[src/hdl/bgd_params.svh]
// Constants for the bridge gate dead-time controller: offsets, reset values, timing.
// Assumes a 20 MHz ref_clk; cycle counts derive from the period below.
`ifndef BGD_PARAMS_SVH
`define BGD_PARAMS_SVH

// ----------------------------------------
// Register offsets (byte addresses)
// ----------------------------------------
`define BGD_OFF_STATUS 8'h00
`define BGD_OFF_MASK 8'h04
`define BGD_OFF_DEAD 8'h08
`define BGD_OFF_GATES 8'h0C

// ----------------------------------------
// Reset values and field positions
// ----------------------------------------
`define BGD_STATUS_RST 10'h000
`define BGD_MASK_RST 10'h000
`define BGD_DEAD_RST 8'h00
`define BGD_STATUS_W 10
`define BGD_GATES_CHG_LSB 6

// ----------------------------------------
// Timing: figures as printed, then cycle counts
// ----------------------------------------
`define BGD_CLK_NS 50
`define BGD_DEAD_MAX_NS 6000
`define BGD_COMP_NS 300
`define BGD_BLANK_ZERO_NS 2000
`define BGD_CHG_MIN_NS 7000
`define BGD_BOOT_TO_NS 200000
`define BGD_DEAD_MAX_CYC ((`BGD_DEAD_MAX_NS + `BGD_CLK_NS - 1) / `BGD_CLK_NS)
`define BGD_COMP_CYC ((`BGD_COMP_NS + `BGD_CLK_NS - 1) / `BGD_CLK_NS)
`define BGD_BLANK_ZERO_CYC ((`BGD_BLANK_ZERO_NS + `BGD_CLK_NS - 1) / `BGD_CLK_NS)
`define BGD_CHG_MIN_CYC ((`BGD_CHG_MIN_NS + `BGD_CLK_NS - 1) / `BGD_CLK_NS)
`define BGD_BOOT_TO_CYC (`BGD_BOOT_TO_NS / `BGD_CLK_NS)

// ----------------------------------------
// AXI responses
// ----------------------------------------
`define BGD_RESP_OKAY 2'b00
`define BGD_RESP_SLVERR 2'b10

`endif

[src/hdl/bgd_pkg.sv]
// Types shared by the bridge gate dead-time controller.
// Assumes the constants header is compiled alongside.
package bgd_pkg;

    // Fault layout: bit 0 phase A high side ... bit 9 phase C bootstrap
    typedef struct packed {
        logic [2:0] boot_low;
        logic reserved;
        logic [2:0] short_lo;
        logic [2:0] short_hi;
    } bgd_fault_s;

    typedef enum logic [0:0] {
        BGD_CHG_IDLE = 1'b0,
        BGD_CHG_ON = 1'b1
    } bgd_charge_e;

endpackage

[src/hdl/bgd_phase.sv]
// One half-bridge phase: dead interval, blanking, bootstrap recharge.
// Assumes all inputs are already synchronised to ref_clk.
`timescale 1ns/100ps
`include "bgd_params.svh"

module bgd_phase #(
    parameter int DEAD_W = 8,
    parameter int CHG_W = 12
) (
    input wire logic ref_clk, // 20 MHz clock
    input wire logic srst, // sync reset
    input wire logic cmd_hi, // high side on request
    input wire logic cmd_lo, // low side on request
    input wire logic [DEAD_W-1:0] dead_cyc, // dead interval, cycles
    input wire logic [DEAD_W:0] blank_cyc, // blanking window, cycles
    input wire logic overlap_ok, // both sides may conduct
    input wire logic boot_low, // bootstrap below threshold
    input wire logic boot_ok, // bootstrap above upper threshold
    input wire logic ds_hi, // high side short monitor
    input wire logic ds_lo, // low side short monitor
    output logic gate_hi, // high side gate
    output logic gate_lo, // low side gate
    output logic charging, // recharge in progress
    output logic short_hi, // high side short event
    output logic short_lo, // low side short event
    output logic boot_fault // recharge timeout pulse
);
    import bgd_pkg::*;

    if (`BGD_BOOT_TO_CYC >= (2 ** CHG_W)) begin : g_bad_chg
        $error("CHG_W too small for recharge timeout");
    end

    // Index 0 is the low side, 1 the high side
    logic [1:0] req;
    logic [1:0] gate;
    logic [1:0] next_gate;
    logic [1:0] ds;
    logic [DEAD_W-1:0] hold [2];
    logic [DEAD_W:0] blank [2];
    bgd_charge_e chg_state;
    logic [CHG_W-1:0] chg_cnt;

    assign charging = (chg_state == BGD_CHG_ON);
    assign req = {cmd_hi & ~charging, cmd_lo | charging};
    assign ds = {ds_hi, ds_lo};
    assign gate_hi = gate[1];
    assign gate_lo = gate[0];

    // Low side wins a tie so a recharge is never starved
    always_comb begin
        next_gate[0] = req[0] && (hold[0] == '0) && (overlap_ok || !gate[1]);
        next_gate[1] = req[1] && (hold[1] == '0)
            && (overlap_ok || (!gate[0] && !req[0]));
    end

    for (genvar s = 0; s < 2; s++) begin : g_side
        always_ff @(posedge ref_clk) begin
            if (srst) begin
                gate[s] <= 1'b0;
            end else begin
                gate[s] <= next_gate[s];
            end
        end

        // Hold-off only while the complement's off edge is recent
        always_ff @(posedge ref_clk) begin
            if (srst) begin
                hold[s] <= '0;
            end else if (gate[1-s] && !next_gate[1-s]) begin
                hold[s] <= dead_cyc;
            end else if (hold[s] != '0) begin
                hold[s] <= hold[s] - DEAD_W'(1);
            end
        end

        always_ff @(posedge ref_clk) begin
            if (srst) begin
                blank[s] <= '0;
            end else if (next_gate[s] && !gate[s]) begin
                blank[s] <= blank_cyc;
            end else if (blank[s] != '0) begin
                blank[s] <= blank[s] - (DEAD_W + 1)'(1);
            end
        end
    end

    assign short_lo = gate[0] && (blank[0] == '0) && ds[0];
    assign short_hi = gate[1] && (blank[1] == '0) && ds[1];

    always_ff @(posedge ref_clk) begin
        if (srst) begin
            chg_state <= BGD_CHG_IDLE;
            chg_cnt <= '0;
            boot_fault <= 1'b0;
        end else begin
            boot_fault <= 1'b0;
            case (chg_state)
                BGD_CHG_IDLE: begin
                    chg_cnt <= '0;
                    if (boot_low) begin
                        chg_state <= BGD_CHG_ON;
                    end
                end
                BGD_CHG_ON: begin
                    chg_cnt <= chg_cnt + CHG_W'(1);
                    if (boot_ok && chg_cnt >= CHG_W'(`BGD_CHG_MIN_CYC - 1)) begin
                        chg_state <= BGD_CHG_IDLE;
                    end else if (chg_cnt == CHG_W'(`BGD_BOOT_TO_CYC - 1)) begin
                        boot_fault <= 1'b1;
                        chg_state <= BGD_CHG_IDLE;
                    end
                end
                default: begin
                    chg_state <= BGD_CHG_IDLE;
                end
            endcase
        end
    end

endmodule

[src/hdl/bgd_gate_ctrl.sv]
// Three-phase gate command sequencer with an AXI4-Lite register slave.
// Assumes pin inputs are asynchronous and are synchronised here;
// one AXI write and one read outstanding at a time.
`timescale 1ns/100ps
`include "bgd_params.svh"

module bgd_gate_ctrl #(
    parameter int ADDR_W = 8,
    parameter int DEAD_W = 8,
    parameter int CHG_W = 12
) (
    input wire logic ref_clk, // 20 MHz clock
    input wire logic srst, // sync reset, high
    input wire logic [ADDR_W-1:0] s_axi_awaddr, // write address
    input wire logic s_axi_awvalid, // write address valid
    output logic s_axi_awready, // write address ready
    input wire logic [31:0] s_axi_wdata, // write data
    input wire logic [3:0] s_axi_wstrb, // write byte lanes
    input wire logic s_axi_wvalid, // write data valid
    output logic s_axi_wready, // write data ready
    output logic [1:0] s_axi_bresp, // write response
    output logic s_axi_bvalid, // write response valid
    input wire logic s_axi_bready, // write response ready
    input wire logic [ADDR_W-1:0] s_axi_araddr, // read address
    input wire logic s_axi_arvalid, // read address valid
    output logic s_axi_arready, // read address ready
    output logic [31:0] s_axi_rdata, // read data
    output logic [1:0] s_axi_rresp, // read response
    output logic s_axi_rvalid, // read data valid
    input wire logic s_axi_rready, // read data ready
    input wire logic [2:0] phase_hi_cmd, // high side commands, A..C
    input wire logic [2:0] phase_lo_cmd, // low side commands, A..C
    input wire logic [1:0] dead_interval_select, // 00 zero, 11 max, else reg
    input wire logic overlap_permit_input, // overlap permit pin
    input wire logic [2:0] boot_below, // bootstrap under threshold
    input wire logic [2:0] boot_above, // bootstrap above upper threshold
    input wire logic [2:0] ds_mon_hi, // high side short monitors
    input wire logic [2:0] ds_mon_lo, // low side short monitors
    output logic [2:0] gate_hi, // high side gate drive
    output logic [2:0] gate_lo, // low side gate drive
    output logic irq // level interrupt
);
    import bgd_pkg::*;

    if (`BGD_DEAD_MAX_CYC >= (2 ** DEAD_W)) begin : g_bad_dead
        $error("DEAD_W too small for maximum dead interval");
    end
    if (ADDR_W < 4) begin : g_bad_addr
        $error("ADDR_W too small for register map");
    end

    localparam int NIN = 21;

    // ----------------------------------------
    // Pin synchronisers
    // ----------------------------------------
    logic [NIN-1:0] pin_meta;
    logic [NIN-1:0] pin_sync;
    logic [2:0] hi_cmd_s;
    logic [2:0] lo_cmd_s;
    logic [1:0] dsel_s;
    logic permit_s;
    logic [2:0] below_s;
    logic [2:0] above_s;
    logic [2:0] dsh_s;
    logic [2:0] dsl_s;

    always_ff @(posedge ref_clk) begin
        if (srst) begin
            pin_meta <= '0;
            pin_sync <= '0;
        end else begin
            pin_meta <= {phase_hi_cmd, phase_lo_cmd, dead_interval_select,
                overlap_permit_input, boot_below, boot_above, ds_mon_hi, ds_mon_lo};
            pin_sync <= pin_meta;
        end
    end

    assign {hi_cmd_s, lo_cmd_s, dsel_s, permit_s, below_s, above_s, dsh_s, dsl_s} = pin_sync;

    // ----------------------------------------
    // Dead interval and blanking selection
    // ----------------------------------------
    logic [DEAD_W-1:0] dead_reg;
    logic [DEAD_W-1:0] dead_cyc;
    logic [DEAD_W:0] blank_cyc;
    logic dead_zero;
    logic overlap_ok;

    // Middle strap codes stand in for a resistor; software sets the length
    always_comb begin
        if (dsel_s == 2'b00) begin
            dead_cyc = '0;
        end else if (dsel_s == 2'b11) begin
            dead_cyc = DEAD_W'(`BGD_DEAD_MAX_CYC);
        end else begin
            dead_cyc = dead_reg;
        end
    end

    assign dead_zero = (dead_cyc == '0);

    always_comb begin
        if (dead_zero) begin
            blank_cyc = (DEAD_W + 1)'(`BGD_BLANK_ZERO_CYC);
        end else begin
            blank_cyc = {1'b0, dead_cyc} + (DEAD_W + 1)'(`BGD_COMP_CYC);
        end
    end

    // Zero dead time leaves spacing to the controller
    assign overlap_ok = dead_zero && permit_s;

    // ----------------------------------------
    // Phases
    // ----------------------------------------
    logic [2:0] chg;
    logic [2:0] sh_ev;
    logic [2:0] sl_ev;
    logic [2:0] bf_ev;

    for (genvar p = 0; p < 3; p++) begin : g_phase
        bgd_phase #(
            .DEAD_W(DEAD_W),
            .CHG_W(CHG_W)
        ) u_phase (
            .ref_clk(ref_clk),
            .srst(srst),
            .cmd_hi(hi_cmd_s[p]),
            .cmd_lo(lo_cmd_s[p]),
            .dead_cyc(dead_cyc),
            .blank_cyc(blank_cyc),
            .overlap_ok(overlap_ok),
            .boot_low(below_s[p]),
            .boot_ok(above_s[p]),
            .ds_hi(dsh_s[p]),
            .ds_lo(dsl_s[p]),
            .gate_hi(gate_hi[p]),
            .gate_lo(gate_lo[p]),
            .charging(chg[p]),
            .short_hi(sh_ev[p]),
            .short_lo(sl_ev[p]),
            .boot_fault(bf_ev[p])
        );
    end

    // ----------------------------------------
    // Fault status and interrupt
    // ----------------------------------------
    bgd_fault_s status;
    bgd_fault_s mask;
    bgd_fault_s set_ev;
    logic [`BGD_STATUS_W-1:0] clr;

    assign set_ev = '{boot_low: bf_ev, reserved: 1'b0, short_lo: sl_ev, short_hi: sh_ev};

    // Set beats a same-cycle clear so no event is lost
    always_ff @(posedge ref_clk) begin
        if (srst) begin
            status <= `BGD_STATUS_RST;
        end else begin
            status <= (status & ~clr) | set_ev;
        end
    end

    always_ff @(posedge ref_clk) begin
        if (srst) begin
            irq <= 1'b0;
        end else begin
            irq <= |(status & mask);
        end
    end

    // ----------------------------------------
    // AXI4-Lite write channel
    // ----------------------------------------
    logic aw_got;
    logic w_got;
    logic [ADDR_W-1:0] aw_addr;
    logic [31:0] w_value;
    logic [31:0] w_mask;
    logic write_do;
    logic [ADDR_W-1:0] wr_word;

    assign write_do = aw_got && w_got && !s_axi_bvalid;
    assign wr_word = {aw_addr[ADDR_W-1:2], 2'b00};

    always_ff @(posedge ref_clk) begin
        if (srst) begin
            s_axi_awready <= 1'b0;
            aw_got <= 1'b0;
            aw_addr <= '0;
        end else if (s_axi_awready && s_axi_awvalid) begin
            s_axi_awready <= 1'b0;
            aw_got <= 1'b1;
            aw_addr <= s_axi_awaddr;
        end else if (write_do) begin
            aw_got <= 1'b0;
        end else if (!aw_got && !s_axi_bvalid) begin
            s_axi_awready <= 1'b1;
        end
    end

    // Byte lanes are kept as a mask and gate the data when the register is written
    always_ff @(posedge ref_clk) begin
        if (srst) begin
            s_axi_wready <= 1'b0;
            w_got <= 1'b0;
            w_mask <= 32'h0000_0000;
        end else if (s_axi_wready && s_axi_wvalid) begin
            s_axi_wready <= 1'b0;
            w_got <= 1'b1;
            w_mask <= {{8{s_axi_wstrb[3]}}, {8{s_axi_wstrb[2]}},
                {8{s_axi_wstrb[1]}}, {8{s_axi_wstrb[0]}}};
        end else if (write_do) begin
            w_got <= 1'b0;
        end else if (!w_got && !s_axi_bvalid) begin
            s_axi_wready <= 1'b1;
        end
    end

    always_ff @(posedge ref_clk) begin
        if (srst) begin
            w_value <= 32'h0000_0000;
        end else if (s_axi_wready && s_axi_wvalid) begin
            w_value <= s_axi_wdata;
        end
    end

    assign clr = (write_do && wr_word == ADDR_W'(`BGD_OFF_STATUS))
        ? (w_value[`BGD_STATUS_W-1:0] & w_mask[`BGD_STATUS_W-1:0]) : '0;

    always_ff @(posedge ref_clk) begin
        if (srst) begin
            mask <= `BGD_MASK_RST;
            dead_reg <= DEAD_W'(`BGD_DEAD_RST);
        end else if (write_do) begin
            if (wr_word == ADDR_W'(`BGD_OFF_MASK)) begin
                mask <= (mask & ~w_mask[`BGD_STATUS_W-1:0])
                    | (w_value[`BGD_STATUS_W-1:0] & w_mask[`BGD_STATUS_W-1:0]);
            end else if (wr_word == ADDR_W'(`BGD_OFF_DEAD)) begin
                if (w_mask[0]) begin
                    dead_reg <= w_value[DEAD_W-1:0];
                end
            end
        end
    end

    logic wr_hit;

    always_comb begin
        if (wr_word == ADDR_W'(`BGD_OFF_STATUS)) begin
            wr_hit = 1'b1;
        end else if (wr_word == ADDR_W'(`BGD_OFF_MASK)) begin
            wr_hit = 1'b1;
        end else if (wr_word == ADDR_W'(`BGD_OFF_DEAD)) begin
            wr_hit = 1'b1;
        end else begin
            wr_hit = 1'b0;
        end
    end

    always_ff @(posedge ref_clk) begin
        if (srst) begin
            s_axi_bvalid <= 1'b0;
            s_axi_bresp <= `BGD_RESP_OKAY;
        end else if (write_do) begin
            s_axi_bvalid <= 1'b1;
            s_axi_bresp <= wr_hit ? `BGD_RESP_OKAY : `BGD_RESP_SLVERR;
        end else if (s_axi_bvalid && s_axi_bready) begin
            s_axi_bvalid <= 1'b0;
        end
    end

    // ----------------------------------------
    // AXI4-Lite read channel
    // ----------------------------------------
    logic [ADDR_W-1:0] rd_word;
    logic [31:0] rd_val;
    logic rd_hit;

    assign rd_word = {s_axi_araddr[ADDR_W-1:2], 2'b00};

    always_comb begin
        rd_hit = 1'b1;
        if (rd_word == ADDR_W'(`BGD_OFF_STATUS)) begin
            rd_val = 32'(status);
        end else if (rd_word == ADDR_W'(`BGD_OFF_MASK)) begin
            rd_val = 32'(mask);
        end else if (rd_word == ADDR_W'(`BGD_OFF_DEAD)) begin
            rd_val = 32'(dead_reg);
        end else if (rd_word == ADDR_W'(`BGD_OFF_GATES)) begin
            rd_val = 32'({chg, gate_lo, gate_hi});
        end else begin
            rd_val = 32'h0000_0000;
            rd_hit = 1'b0;
        end
    end

    always_ff @(posedge ref_clk) begin
        if (srst) begin
            s_axi_arready <= 1'b0;
            s_axi_rvalid <= 1'b0;
            s_axi_rdata <= 32'h0000_0000;
            s_axi_rresp <= `BGD_RESP_OKAY;
        end else if (s_axi_arready && s_axi_arvalid) begin
            s_axi_arready <= 1'b0;
            s_axi_rvalid <= 1'b1;
            s_axi_rdata <= rd_val;
            s_axi_rresp <= rd_hit ? `BGD_RESP_OKAY : `BGD_RESP_SLVERR;
        end else if (s_axi_rvalid && s_axi_rready) begin
            s_axi_rvalid <= 1'b0;
        end else if (!s_axi_rvalid) begin
            s_axi_arready <= 1'b1;
        end
    end

endmodule

[config.mk]
export PLATFORM = sky130hd
export DESIGN_NAME = bgd_gate_ctrl
export DESIGN_NICKNAME = d
export VERILOG_FILES = /design/src/hdl/bgd_pkg.sv /design/src/hdl/bgd_phase.sv /design/src/hdl/bgd_gate_ctrl.sv
export VERILOG_INCLUDE_DIRS = /design/src /design/src/hdl
export SDC_FILE = /design/constraint.sdc
export NUM_CORES = 1
export LEC_CHECK = 0
export BUFFER_PORTS_ARGS = -buffer_cell sky130_fd_sc_hd__buf_4
export CAP_MARGIN = 20
export CORE_MARGIN = 1.5
export CORE_UTILIZATION = 40
export CTS_BUF_LIST = sky130_fd_sc_hd__clkbuf_8 sky130_fd_sc_hd__clkbuf_16
export CTS_CLUSTER_SIZE = 25
export DETAILED_ROUTE_END_ITERATION = 8
export SYNTH_ARGS = -nofsm -noshare
export SYNTH_HDL_FRONTEND = slang
export SYNTH_SLANG_ARGS = --single-unit
[constraint.sdc]
create_clock -name ref_clk -period 3.1 [get_ports ref_clk]
set_input_delay 0.93 -clock ref_clk [delete_from_list [all_inputs] [get_ports ref_clk]]
set_output_delay 0.93 -clock ref_clk [all_outputs]
set_load 0.01 [all_outputs]
* After elaboration in Yosys (flattened, before gate mapping)
Memory sizes are Yosys's and may differ from the RTL's.
Index checks and enable logic that the tools add are counted.
** Storage, ports and cells
- Bits in registers :: 189
- Bits in latches :: 0
- Bits in writable memories :: 102
- Bits in read-only memories :: 0
- Bits of input ports :: 80
- Output and inout bits :: 48
- Logic and storage cells :: 392
- Memories kept :: 6
** Cells by class
- $add $sub $neg :: 16
- $mul :: 0
- Div/mod/pow operators :: 0
- $lt $le $gt $ge :: 3
- Equal/unequal tests :: 9
- Shift operators :: 0
- Mux-type cells :: 152
- Bitwise gates (word level) :: 45
- Reductions and logical operators :: 121
** Memories
- g_phase[0].u_phase.blank :: words 2, bits a word 9, read ports 2, clocked after memory_dff 0, wr ports 2, line bgd_phase.sv:40 : logic [DEAD_W:0] blank [2];
- g_phase[1].u_phase.blank :: words 2, bits a word 9, read ports 2, clocked after memory_dff 0, wr ports 2, line bgd_phase.sv:40
- g_phase[2].u_phase.blank :: words 2, bits a word 9, read ports 2, clocked after memory_dff 0, wr ports 2, line bgd_phase.sv:40
- g_phase[0].u_phase.hold :: words 2, bits a word 8, read ports 2, clocked after memory_dff 0, wr ports 2, line bgd_phase.sv:39 : logic [DEAD_W-1:0] hold [2];
- g_phase[1].u_phase.hold :: words 2, bits a word 8, read ports 2, clocked after memory_dff 0, wr ports 2, line bgd_phase.sv:39
- g_phase[2].u_phase.hold :: words 2, bits a word 8, read ports 2, clocked after memory_dff 0, wr ports 2, line bgd_phase.sv:39
** Operators by type and width (number)
- $mux 9 :: 15
- $mux 1 :: 112
- $mux 8 :: 14
- $logic_not 8->1 :: 9
- $pmux 12 s2 :: 3
- $logic_not 9->1 :: 6
- $reduce_bool 9->1 :: 6
- $sub 9x1->9 const B :: 6
- $logic_and 1x1->1 :: 53
- $reduce_bool 8->1 :: 6
- $sub 8x1->8 const B :: 6
- $and 10x10->10 :: 4
- $add 12x1->12 const B :: 3
- $eq 12x12->1 const B :: 3
- $ge 12x8->1 const B :: 3
- $mux 10 :: 3
- $or 1x1->1 :: 27
- $not 10->10 :: 2
- $or 10x10->10 :: 2
- $eq 6x2->1 const B :: 3
- $logic_not 1->1 :: 18
- $eq 6x1->1 const B :: 2
- $reduce_or 10->1 :: 1
- $add 8x3->9 const B :: 1
- 12 further kinds :: 38

* Longest topological paths before layout
Gate-level depths: netlist of the first run.
- Word-level depth :: 14
- Depth in mapped cells :: 9
- Depth with buffers taken out :: 8

* By module
Synthesis of the first run repeated with hierarchy kept, for this count alone.
** Unflattened totals
- Cell total of the unflattened synthesis :: 1457
- Area total of the unflattened synthesis :: 13285.2 µm²
** By module, submodules not included
- bgd_phase (g_phase[0].u_phase ...) :: times used 2, cells an instance 333, area an instance 3026.7 µm², seq. area each 1341.3 µm²
- bgd_gate_ctrl :: times used 1, cells an instance 477, area an instance 4306.6 µm², seq. area each 2162.1 µm²
- bgd_phase (g_phase[2].u_phase) :: times used 1, cells an instance 314, area an instance 2925.3 µm², seq. area each 1341.3 µm²

* Worst setup path after synthesis of the first run
OpenSTA, ideal clock, no wires.
- Path type :: register to register
- Start :: register dead_reg[4]
- End :: memory g_phase[2].u_phase.blank[1][0] (netlist bit), enable pin
- Arrival :: 2.406 ns
- Slack :: 0.306 ns
- Stages on the path, launching flop included :: 7
- Cell sequence :: dfxtp_1 -> buf_2 -> or4_4 -> o41ai_4 -> a21oi_1 -> or2_2 -> o21ai_0
** RTL lines
- start, declared :: line bgd_gate_ctrl.sv:84 : logic [DEAD_W-1:0] dead_reg;
- start signal, assigned :: line bgd_gate_ctrl.sv:236 : dead_reg <= DEAD_W'(`BGD_DEAD_RST);
- start signal, assigned :: line bgd_gate_ctrl.sv:243 : dead_reg <= w_value[DEAD_W-1:0];
- end, declared :: line bgd_phase.sv:40

==> impl_metrics.tcl, run 1 <==
set metrics [dict create \
    status "finished, final reports clean" \
    syn-mean-instance-area_sq_um 9.57 \
    routed_wirelength_um 30100 \
    clock_insertion_delay_worst_skew_ns 0.57 \
    mostFrequentLayoutCells "nor2_1, dfxtp_1, nand2_1, buf_4, edfxtp_1" \
    critPathArrivalTime_ns 3.29 \
    clock_root_buffer "clkbuf_16" \
    drt_first_pass_iters 5 \
    clock_buffers_created_by_tritoncts 30 \
    detailedPlacementHpwl_um 21300 \
    cts_h_tree_lvls 1 \
    power.clock.fraction 0.334 \
    critPathKind "reg2reg" \
    worst_hold_path_type "reg2reg" \
    track_usage 0.183 \
    ys_warn_count 0 \
    gr-total-overflow 0 \
    final-setup-viol-count 0 \
    seqPwrFrac 0.409 \
    vias_in_the_first_global_route 9159 \
    number_of_antenna_violations_at_the_first_check_in_global_routing 1 \
    initial_utilization 0.410 \
    std_cell_rows 64 \
    power.ir.vdd_worst_v 0.000591 \
    power.share.combinational 0.257 \
    pwr_density_cell_nw_per_um2 780 \
    ys_seq_elements 258 \
    required_ns 3.50 \
    area.growth.synth_to_final_pct 17.2 \
    fin_worst_skew_ns 0.0248 \
    finalNetCount 1515 \
    synth_async_sr_flop_share 0 \
    timing.critical_path.to_type "register" \
    post-cts-setup-buffer-count 0 \
    synth_enable_flop_cells 102 \
    finalInstanceArea_sq_um 14800 \
    clock_sink_count 258 \
    rsz0062_at_grt "no" \
    worst_slew_margin_relative_to_its_limit 0.386 \
    cp_max_fo 10 \
    cts_tree "built" \
    max_reg_flops 54 \
    routabilityCongestion 0.866 \
    top_level_ports 128 \
    die_h_um 181 \
    cts.reportedPaths.clkPinSlew_ns 0.06 \
    die-area_sq_um 32700 \
    timing_worst_slew_pin_value_ns 0.911 \
    maxSlewViolCount 0 \
    syn-instance-count 1322 \
    p_sw_mw 3.43 \
    grt_pass1_wl_um 48600 \
    antenna_cells_inserted 0 \
    placeableCoreArea_sq_um 30800 \
    cp-start-kind "register" \
    period_share 0.934 \
    register_with_the_highest_flop_count "g_phase.u_phase.blank" \
    synthFlopType "dfxtp_1" \
    drive_above_1_share 0.151 \
    synth_sequential_area_ratio 0.489 \
    synth.lib_cells_used.distinct 68 \
    die_width_um 181 \
    wire_per_inst_um 16.4 \
    num_vias 9646 \
    post_cts_resize_count 0 \
    max_cap_violations 0 \
    p_leak_nw 5.79 \
    grt_start_max_net_pins 114 \
    route.detailed.vias_per_inst 5.26 \
    drt.antenna.violating_nets 0 \
    fmax_mhz 345 \
    p_int_mw 8.12 \
    biggestRegsByFlops "g_phase.u_phase.blank: 54 flops, g_phase.u_phase.hold: 48 flops, g_phase.u_phase.chg_cnt: 36 flops" \
    detailed_place.area_sq_um 13700 \
    fill_cells 2860 \
    drc 0 \
    syn_area_sq_um 12600 \
    power.share.switching 0.297 \
    timing_hold_violations_final 0 \
    dr.first_iter.drc_count 672 \
    finalSetupTns_ns 0 \
    hold_fix_buffer_count_after_cts 0 \
    placement.io_buffers 75 \
    mostFrequentLayoutCell "nor2_1" \
    clock_tree.buffer_depth 3 \
    min_period_ns 2.90 \
]
[critical path: stages (launching register included)]
cell      delay [ns]
dfxtp_1         0.31
or4_4           0.55
o41ai_4         0.41
a21boi_1        0.21
or3_1           0.57
buf_4           0.24
or2_2           0.29
a21oi_1         0.13
[final cells by class]
cell class,count,area [sq um],share of cell area
sequential,258,6190,0.417
multi-input combinational,968,5980,0.404
timing repair buffer,117,895,0.0604
clock buffer,37,870,0.0587
tap,396,495,0.0334
clock inverter,19,245,0.0165
inverter,38,143,0.00963
[power groups by stage]
| stage | clock network, mW | registers, mW | logic, mW |
|---|---|---|---|
| after global placement | 0 | 4.77 | 2.89 |
| after CTS | 3.94 | 4.73 | 2.98 |
| after floorplan | 0 | 4.67 | 2.36 |
| after detailed placement | 0 | 4.80 | 2.95 |
| final | 3.86 | 4.73 | 2.97 |
| after global routing | 4.06 | 4.80 | 3.36 |
[worst paths after layout]
check                                         startpoint                                        to  slack (ns)  depth (start not counted)
worst max-delay path            dead_reg[7]$_SDFFE_PP0P_  g_phase[2].u_phase.blank[0][4]$_DFFE_PP_        0.20                          7
worst min-delay path              pin_meta[8]$_SDFF_PP0_                    pin_sync[8]$_SDFF_PP0_        0.43                          1
worst max register to register  dead_reg[7]$_SDFFE_PP0P_  g_phase[2].u_phase.blank[0][4]$_DFFE_PP_        0.20                          7
worst min register to register    pin_meta[8]$_SDFF_PP0_                    pin_sync[8]$_SDFF_PP0_        0.43                          1
[cell families (layout without fill, tap and decap cells)]
| group | count (synthesis) | after routing | synth area share |
|---|---|---|---|
| AO/OA/AOI/OAI | 213 | 213 | 0.109 |
| XOR/XNOR | 95 | 95 | 0.0658 |
| adder cells (fa/ha/maj) | 22 | 22 | 0.0218 |
| buffers and inverters | 119 | 211 | 0.0453 |
| flip-flops | 258 | 258 | 0.489 |
| multiplexers | 62 | 62 | 0.0518 |
| other | 1 | 24 | 0.000296 |
| AND/OR/NAND/NOR | 552 | 552 | 0.217 |
[synthesized netlist by cell type (all sizes together), types with 5 or more instances]
cell | instances | share of area
a211oi | 8 | 0.0047
a21boi | 5 | 0.0030
a21oi | 62 | 0.025
a22o | 11 | 0.0076
a22oi | 10 | 0.0059
a32oi | 5 | 0.0035
and2 | 6 | 0.0030
buf | 43 | 0.023
clkbuf | 38 | 0.011
dfxtp | 156 | 0.25
edfxtp | 102 | 0.24
ha | 22 | 0.022
inv | 38 | 0.011
mux2 | 28 | 0.025
mux2i | 34 | 0.027
nand2 | 116 | 0.035
nand2b | 26 | 0.013
nand3 | 40 | 0.016
nand3b | 9 | 0.0053
nand4 | 8 | 0.0040
nor2 | 168 | 0.050
nor2b | 52 | 0.026
nor3 | 32 | 0.013
nor3b | 10 | 0.0059
nor4 | 11 | 0.0054
nor4b | 5 | 0.0035
o21ai | 39 | 0.016
o22ai | 39 | 0.019
o31ai | 10 | 0.0063
or2 | 16 | 0.0079
or3 | 27 | 0.013
or4 | 13 | 0.0080
xnor2 | 55 | 0.038
xor2 | 40 | 0.028
[metrics by stage]
stage          total power, mW   util  std cells  hold slack (ns)  setup slack [ns]
2_1_floorplan             7.03      -       1345            0.413             0.306
3_3_place_gp              7.66  0.444       1777            0.422             0.235
3_5_place_dp              7.74  0.444       1777            0.424             0.213
4_1_cts                   11.6  0.480       1833            0.436             0.141
5_1_grt                   12.2  0.481       1833            0.447            0.0691
6_report                  11.6  0.481       1833            0.433             0.204
[per-layer routing]
layer,GRT usage,vias up,share of wire
met1,0.255,4561,0.47
met3,0.0222,46,0.044
met4,0.0524,0,0.024
li1,-,4811,-
met2,0.298,228,0.46
met5,0,-,0
Note: power is estimated with default switching activity, not from simulation.
==> run 2: changes to the inputs <==
- clock period: 3.1 -> 3.4 ns (I/O delays scaled with it)
==> run 2 against run 1 <==
Via count decreased by 1.4%; count of clock-buffer cells in the layout decreased by 3; cell count down 0.65%; sequential power decreased by 8.9%.
==> impl_metrics.tcl, run 2 (same netlist as run 1, synthesis figures left out) <==
set metrics [dict create \
    status "finished, final reports clean" \
    placeableCoreArea_sq_um 30800 \
    worst_hold_path_type "reg2reg" \
    clock_insertion_delay_worst_skew_ns 0.56 \
    drc 0 \
    critical_path.reg2reg.startpoint "dead_reg[0]$_SDFFE_PP0P_" \
    std_cell_rows 64 \
    p_int_mw 7.14 \
    vias_in_the_first_global_route 9256 \
    initial_utilization 0.410 \
    clock_sink_count 258 \
    cp-start-kind "register" \
    track_usage 0.180 \
    clock_buffers_created_by_tritoncts 28 \
    placedCellCount 1769 \
    timing.critical_path.cells "or4_4 -> o41ai_4 -> a21boi_1 -> or4_1 -> nor2b_4 -> nand2b_1" \
    finalNonFillerCells 1821 \
    final-setup-viol-count 0 \
    final.setup.worst_slack_ns 0.399 \
    timing.critical_path.slowest_cell_delay_ns 0.65 \
    clock_tree.buffer_depth 3 \
    finalNetCount 1505 \
    mostFrequentLayoutCell "nor2_1" \
    p_sw_mw 3.07 \
    period_share 0.883 \
    max_reg_flops 54 \
    drt.antenna.violating_nets 0 \
    fmax_mhz 333 \
    timing_worst_slew_pin_value_ns 0.868 \
    critPathArrivalTime_ns 3.20 \
    cp_max_fo 9 \
    post_cts_resize_count 0 \
    finalSetupTns_ns 0 \
    route.detailed.vias_per_inst 5.22 \
    power.share.combinational 0.262 \
    area.growth.synth_to_final_pct 15.7 \
    die-area_sq_um 32700 \
    r2r-end "g_phase[1].u_phase.blank[1][6]$_SDFFCE_PN0P_" \
    pwr_density_cell_nw_per_um2 698 \
    grt_pass1_wl_um 47800 \
    gr-total-overflow 0 \
    placement.io_buffers 75 \
    drive_above_1_share 0.145 \
    power.clock.fraction 0.315 \
    biggestRegsByFlops "g_phase.u_phase.blank: 54 flops, g_phase.u_phase.hold: 48 flops, g_phase.u_phase.chg_cnt: 36 flops" \
    power.ir.vdd_worst_v 0.000454 \
    rsz0062_at_grt "no" \
    routed_wirelength_um 29800 \
    fin_worst_skew_ns 0.0168 \
    power.share.switching 0.301 \
    fill_cells 2891 \
    routabilityCongestion 0.831 \
    register_with_the_highest_flop_count "g_phase.u_phase.blank" \
    mostFrequentLayoutCells "nor2_1, dfxtp_1, nand2_1" \
    cts.reportedPaths.clkPinSlew_ns 0.06 \
    cts_h_tree_lvls 1 \
    timing.critical_path.to_type "register" \
    timing_hold_violations_final 0 \
    maxSlewViolCount 0 \
    drt_first_pass_iters 5 \
    finalInstanceArea_sq_um 14600 \
    num_vias 9508 \
    startpoint "dead_reg[0]$_SDFFE_PP0P_" \
    p_leak_nw 5.70 \
    detailedPlacementHpwl_um 21400 \
    grt_start_max_net_pins 62 \
    cts_tree "built" \
    required_ns 3.60 \
    top_level_ports 128 \
    setup.worst_path.end "g_phase[1].u_phase.blank[1][6]$_SDFFCE_PN0P_" \
    max_cap_violations 0 \
    r2r_cells 6 \
    post-cts-setup-buffer-count 0 \
    critPathKind "reg2reg" \
    clock_root_buffer "clkbuf_16" \
    register_to_register_setup_slack_ns 0.40 \
    utilization 0.475 \
    antenna_cells_inserted 0 \
    number_of_antenna_violations_at_the_first_check_in_global_routing 0 \
    hold_fix_buffer_count_after_cts 0 \
    worst_slew_margin_relative_to_its_limit 0.417 \
    min_period_ns 3.00 \
    die_h_um 181 \
    die_width_um 181 \
    detailed_place.area_sq_um 13600 \
    dr.first_iter.drc_count 598 \
    critical-path-slowest-cell "or4_1" \
    seqPwrFrac 0.422 \
    placement.setup.worst_slack_ns 0.432 \
    wire_per_inst_um 16.4 \
]
[run 2: cell type report]
type | instances | area (sq um) | area share
well taps | 396 | 495 | 0.0339
repair buffers | 109 | 835 | 0.0570
inverters | 38 | 143 | 0.00975
flip-flops and latches | 258 | 6190 | 0.423
multi-input cells | 968 | 5980 | 0.408
clock inverters | 18 | 214 | 0.0146
clock buffers | 34 | 783 | 0.0535
[run 2: worst min path at each step]
stage                                  end                                startpoint  slack (ns)  cells past startpoint
finish              pin_sync[0]$_SDFF_PP0_                    pin_meta[0]$_SDFF_PP0_        0.44                      1
global route        pin_sync[8]$_SDFF_PP0_                    pin_meta[8]$_SDFF_PP0_        0.45                      1
CTS                 pin_sync[0]$_SDFF_PP0_                    pin_meta[0]$_SDFF_PP0_        0.44                      1
detailed placement  pin_sync[8]$_SDFF_PP0_                    pin_meta[8]$_SDFF_PP0_        0.42                      1
global placement    pin_sync[8]$_SDFF_PP0_                    pin_meta[8]$_SDFF_PP0_        0.42                      1
floorplan             status[7]$_SDFF_PP0_  g_phase[0].u_phase.boot_fault$_SDFF_PP0_        0.41                      2
[run 2: per-stage QoR]
step	total power, mW	hold slack (ns)
after floorplan	6.41	0.413
after global placement	6.98	0.422
after detailed placement	7.04	0.425
after CTS	10.3	0.438
after global routing	10.8	0.451
final	10.2	0.436
[run 2: metal layers]
metal | track usage | wire (um)
met1 | 0.240 | 13800
met3 | 0.0377 | 1620
met5 | 0.0193 | 82
met4 | 0.0461 | 677
met2 | 0.297 | 13700
[run 2: power by group through the flow]
| stage | sequential (mW) | combinational [mW] | clock, mW |
|---|---|---|---|
| after floorplan | 4.25 | 2.16 | 0 |
| after global placement | 4.35 | 2.62 | 0 |
| after detailed placement | 4.37 | 2.67 | 0 |
| after CTS | 4.31 | 2.69 | 3.29 |
| after global routing | 4.38 | 3.04 | 3.40 |
| final | 4.31 | 2.68 | 3.22 |
[run 2: worst max-delay path, delay by kind of cell (launching register included)]
family,cells,cell delay (ns)
AO/OA/AOI/OAI,2,0.55
AND/OR/NAND/NOR,4,1.73
flip-flops,1,0.35
==> run 3: changes to the inputs <==
- CORE_ASPECT_RATIO: unset -> 0.6
==> run 3 against run 2 <==
Clock power fell by 11%; maximum frequency decreased by 2.1%; critical path depth unchanged; critical endpoint is now g_phase[0].u_phase.blank[1][8]$_SDFFCE_PN0P_; largest power group unchanged.
==> impl_metrics.tcl, run 3 (same netlist as run 1, synthesis figures left out) <==
set metrics [dict create \
    die_width_um 233 \
    mostFrequentLayoutCells "nor2_1, dfxtp_1, nand2_1" \
    initial_utilization 0.406 \
    track_usage 0.192 \
    final-setup-viol-count 0 \
    placement.io_buffers 75 \
    mostFrequentLayoutCell "nor2_1" \
    cp_max_fo 13 \
    max_cap_violations 0 \
    gr-total-overflow 0 \
    cp-start-kind "register" \
    status "finished, final reports clean" \
    maxSlewViolCount 0 \
    fill_cells 2983 \
    fin_worst_skew_ns 0.0107 \
    number_of_antenna_violations_at_the_first_check_in_global_routing 0 \
    biggestRegsByFlops "g_phase.u_phase.blank: 54 flops, g_phase.u_phase.hold: 48 flops, g_phase.u_phase.chg_cnt: 36 flops" \
    wire_per_inst_um 17.2 \
    finalInstanceArea_sq_um 14500 \
    timing_worst_slew_pin_value_ns 0.938 \
    placeableCoreArea_sq_um 31200 \
    max_reg_flops 54 \
    dr.first_iter.drc_count 824 \
    required_ns 3.81 \
    finalNonFillerCells 1837 \
    period_share 0.901 \
    clock_tree.buffer_depth 3 \
    drive_above_1_share 0.143 \
    die-area_sq_um 32700 \
    route.detailed.vias_per_inst 5.26 \
    grt_pass1_wl_um 49700 \
    rsz0062_at_grt "no" \
    cts.reportedPaths.clkPinSlew_ns 0.07 \
    post_cts_resize_count 0 \
    routed_wirelength_um 31700 \
    clock_root_buffer "clkbuf_16" \
    clock_buffers_created_by_tritoncts 25 \
    antenna_cells_inserted 0 \
    finalSetupTns_ns 0 \
    num_vias 9665 \
    min_period_ns 3.06 \
    area.growth.synth_to_final_pct 14.7 \
    post-cts-setup-buffer-count 0 \
    std_cell_rows 50 \
    fmax_mhz 326 \
    drt.antenna.violating_nets 0 \
    grt_start_max_net_pins 65 \
    worst_slew_margin_relative_to_its_limit 0.371 \
    timing_hold_violations_final 0 \
    p_leak_nw 5.63 \
    vias_in_the_first_global_route 8831 \
    cts_h_tree_lvls 1 \
    die_h_um 141 \
    cts_tree "built" \
    final.setup.worst_slack_ns 0.335 \
    worst_hold_path_type "reg2reg" \
    finalNetCount 1504 \
    power.ir.vdd_worst_v 0.000393 \
    fin_hold_ws_ns 0.434 \
    hold_fix_buffer_count_after_cts 0 \
    critPathKind "reg2reg" \
    register_with_the_highest_flop_count "g_phase.u_phase.blank" \
    clock_sink_count 258 \
    timing.critical_path.to_type "register" \
    detailedPlacementHpwl_um 22800 \
    top_level_ports 128 \
    drc 0 \
    placement.setup.worst_slack_ns 0.367 \
    routabilityCongestion 0.843 \
    clock_insertion_delay_worst_skew_ns 0.55 \
    pwr_density_cell_nw_per_um2 683 \
    placedCellCount 1791 \
    drt_first_pass_iters 5 \
    detailed_place.area_sq_um 13700 \
    critPathArrivalTime_ns 3.48 \
]
## run 3: cell types whose count changed in the layout (fill, tap and decap cells not counted)
cell / previous run / this run
inv_1: 43 / 42
inv_16: 0 / 1
clkinv_16: 1 / 0
clkinv_4: 0 / 1
clkbuf_16: 28 / 25
buf_4: 107 / 109
clkbuf_8: 6 / 4
inv_4: 1 / 0
bufinv_16: 4 / 2
clkinv_2: 6 / 8
## run 3: power by group
group | leakage [nW] | total [mW] | switching [mW] | internal, mW
Sequential | 2.44 | 4.33 | 0.421 | 3.91
Clock | 0.436 | 2.85 | 1.26 | 1.60
Combinational | 2.76 | 2.73 | 1.44 | 1.29
## run 3: stage by stage
| step | utilization | power (mW) |
|---|---|---|
| floorplan | - | 6.41 |
| global placement | 0.439 | 7.01 |
| detailed placement | 0.439 | 7.10 |
| CTS | 0.466 | 9.96 |
| global route | 0.466 | 10.5 |
| finish | 0.466 | 9.92 |
## run 3: worst paths after layout
check | from | to | slack (ns) | depth (start not counted)
worst min register to register | pin_meta[9]$_SDFF_PP0_ | pin_sync[9]$_SDFF_PP0_ | 0.43 | 1
worst max register to register | dead_reg[0]$_SDFFE_PP0P_ | g_phase[0].u_phase.blank[1][8]$_SDFFCE_PN0P_ | 0.34 | 6
worst max-delay path | dead_reg[0]$_SDFFE_PP0P_ | g_phase[0].u_phase.blank[1][8]$_SDFFCE_PN0P_ | 0.34 | 6
worst min-delay path | pin_meta[9]$_SDFF_PP0_ | pin_sync[9]$_SDFF_PP0_ | 0.43 | 1
## run 3: critical path, cell delays in order, from the launching register on
cell     delay [ns]
dfxtp_1        0.37
or4_4          0.56
o41ai_4        0.41
a21oi_1        0.25
o31ai_2        0.84
mux2_2         0.41
nor2_1         0.08
## run 3: layout make-up
cell class / count / area [sq um] / area share
clock inverter: 17 / 153 / 0.0105
clock buffer: 29 / 681 / 0.0469
timing repair buffer: 111 / 850 / 0.0586
inverter: 38 / 143 / 0.00983
multi-input combinational: 968 / 5980 / 0.412
sequential: 258 / 6190 / 0.426
tap: 416 / 520 / 0.0359
## run 3: layer usage
layer	part of all wire	vias to the layer above	GRT usage
met3	0.056	38	0.0356
met5	0	-	0
met2	0.40	249	0.262
met4	0.018	0	0.0404
li1	-	4778	-
met1	0.53	4600	0.306
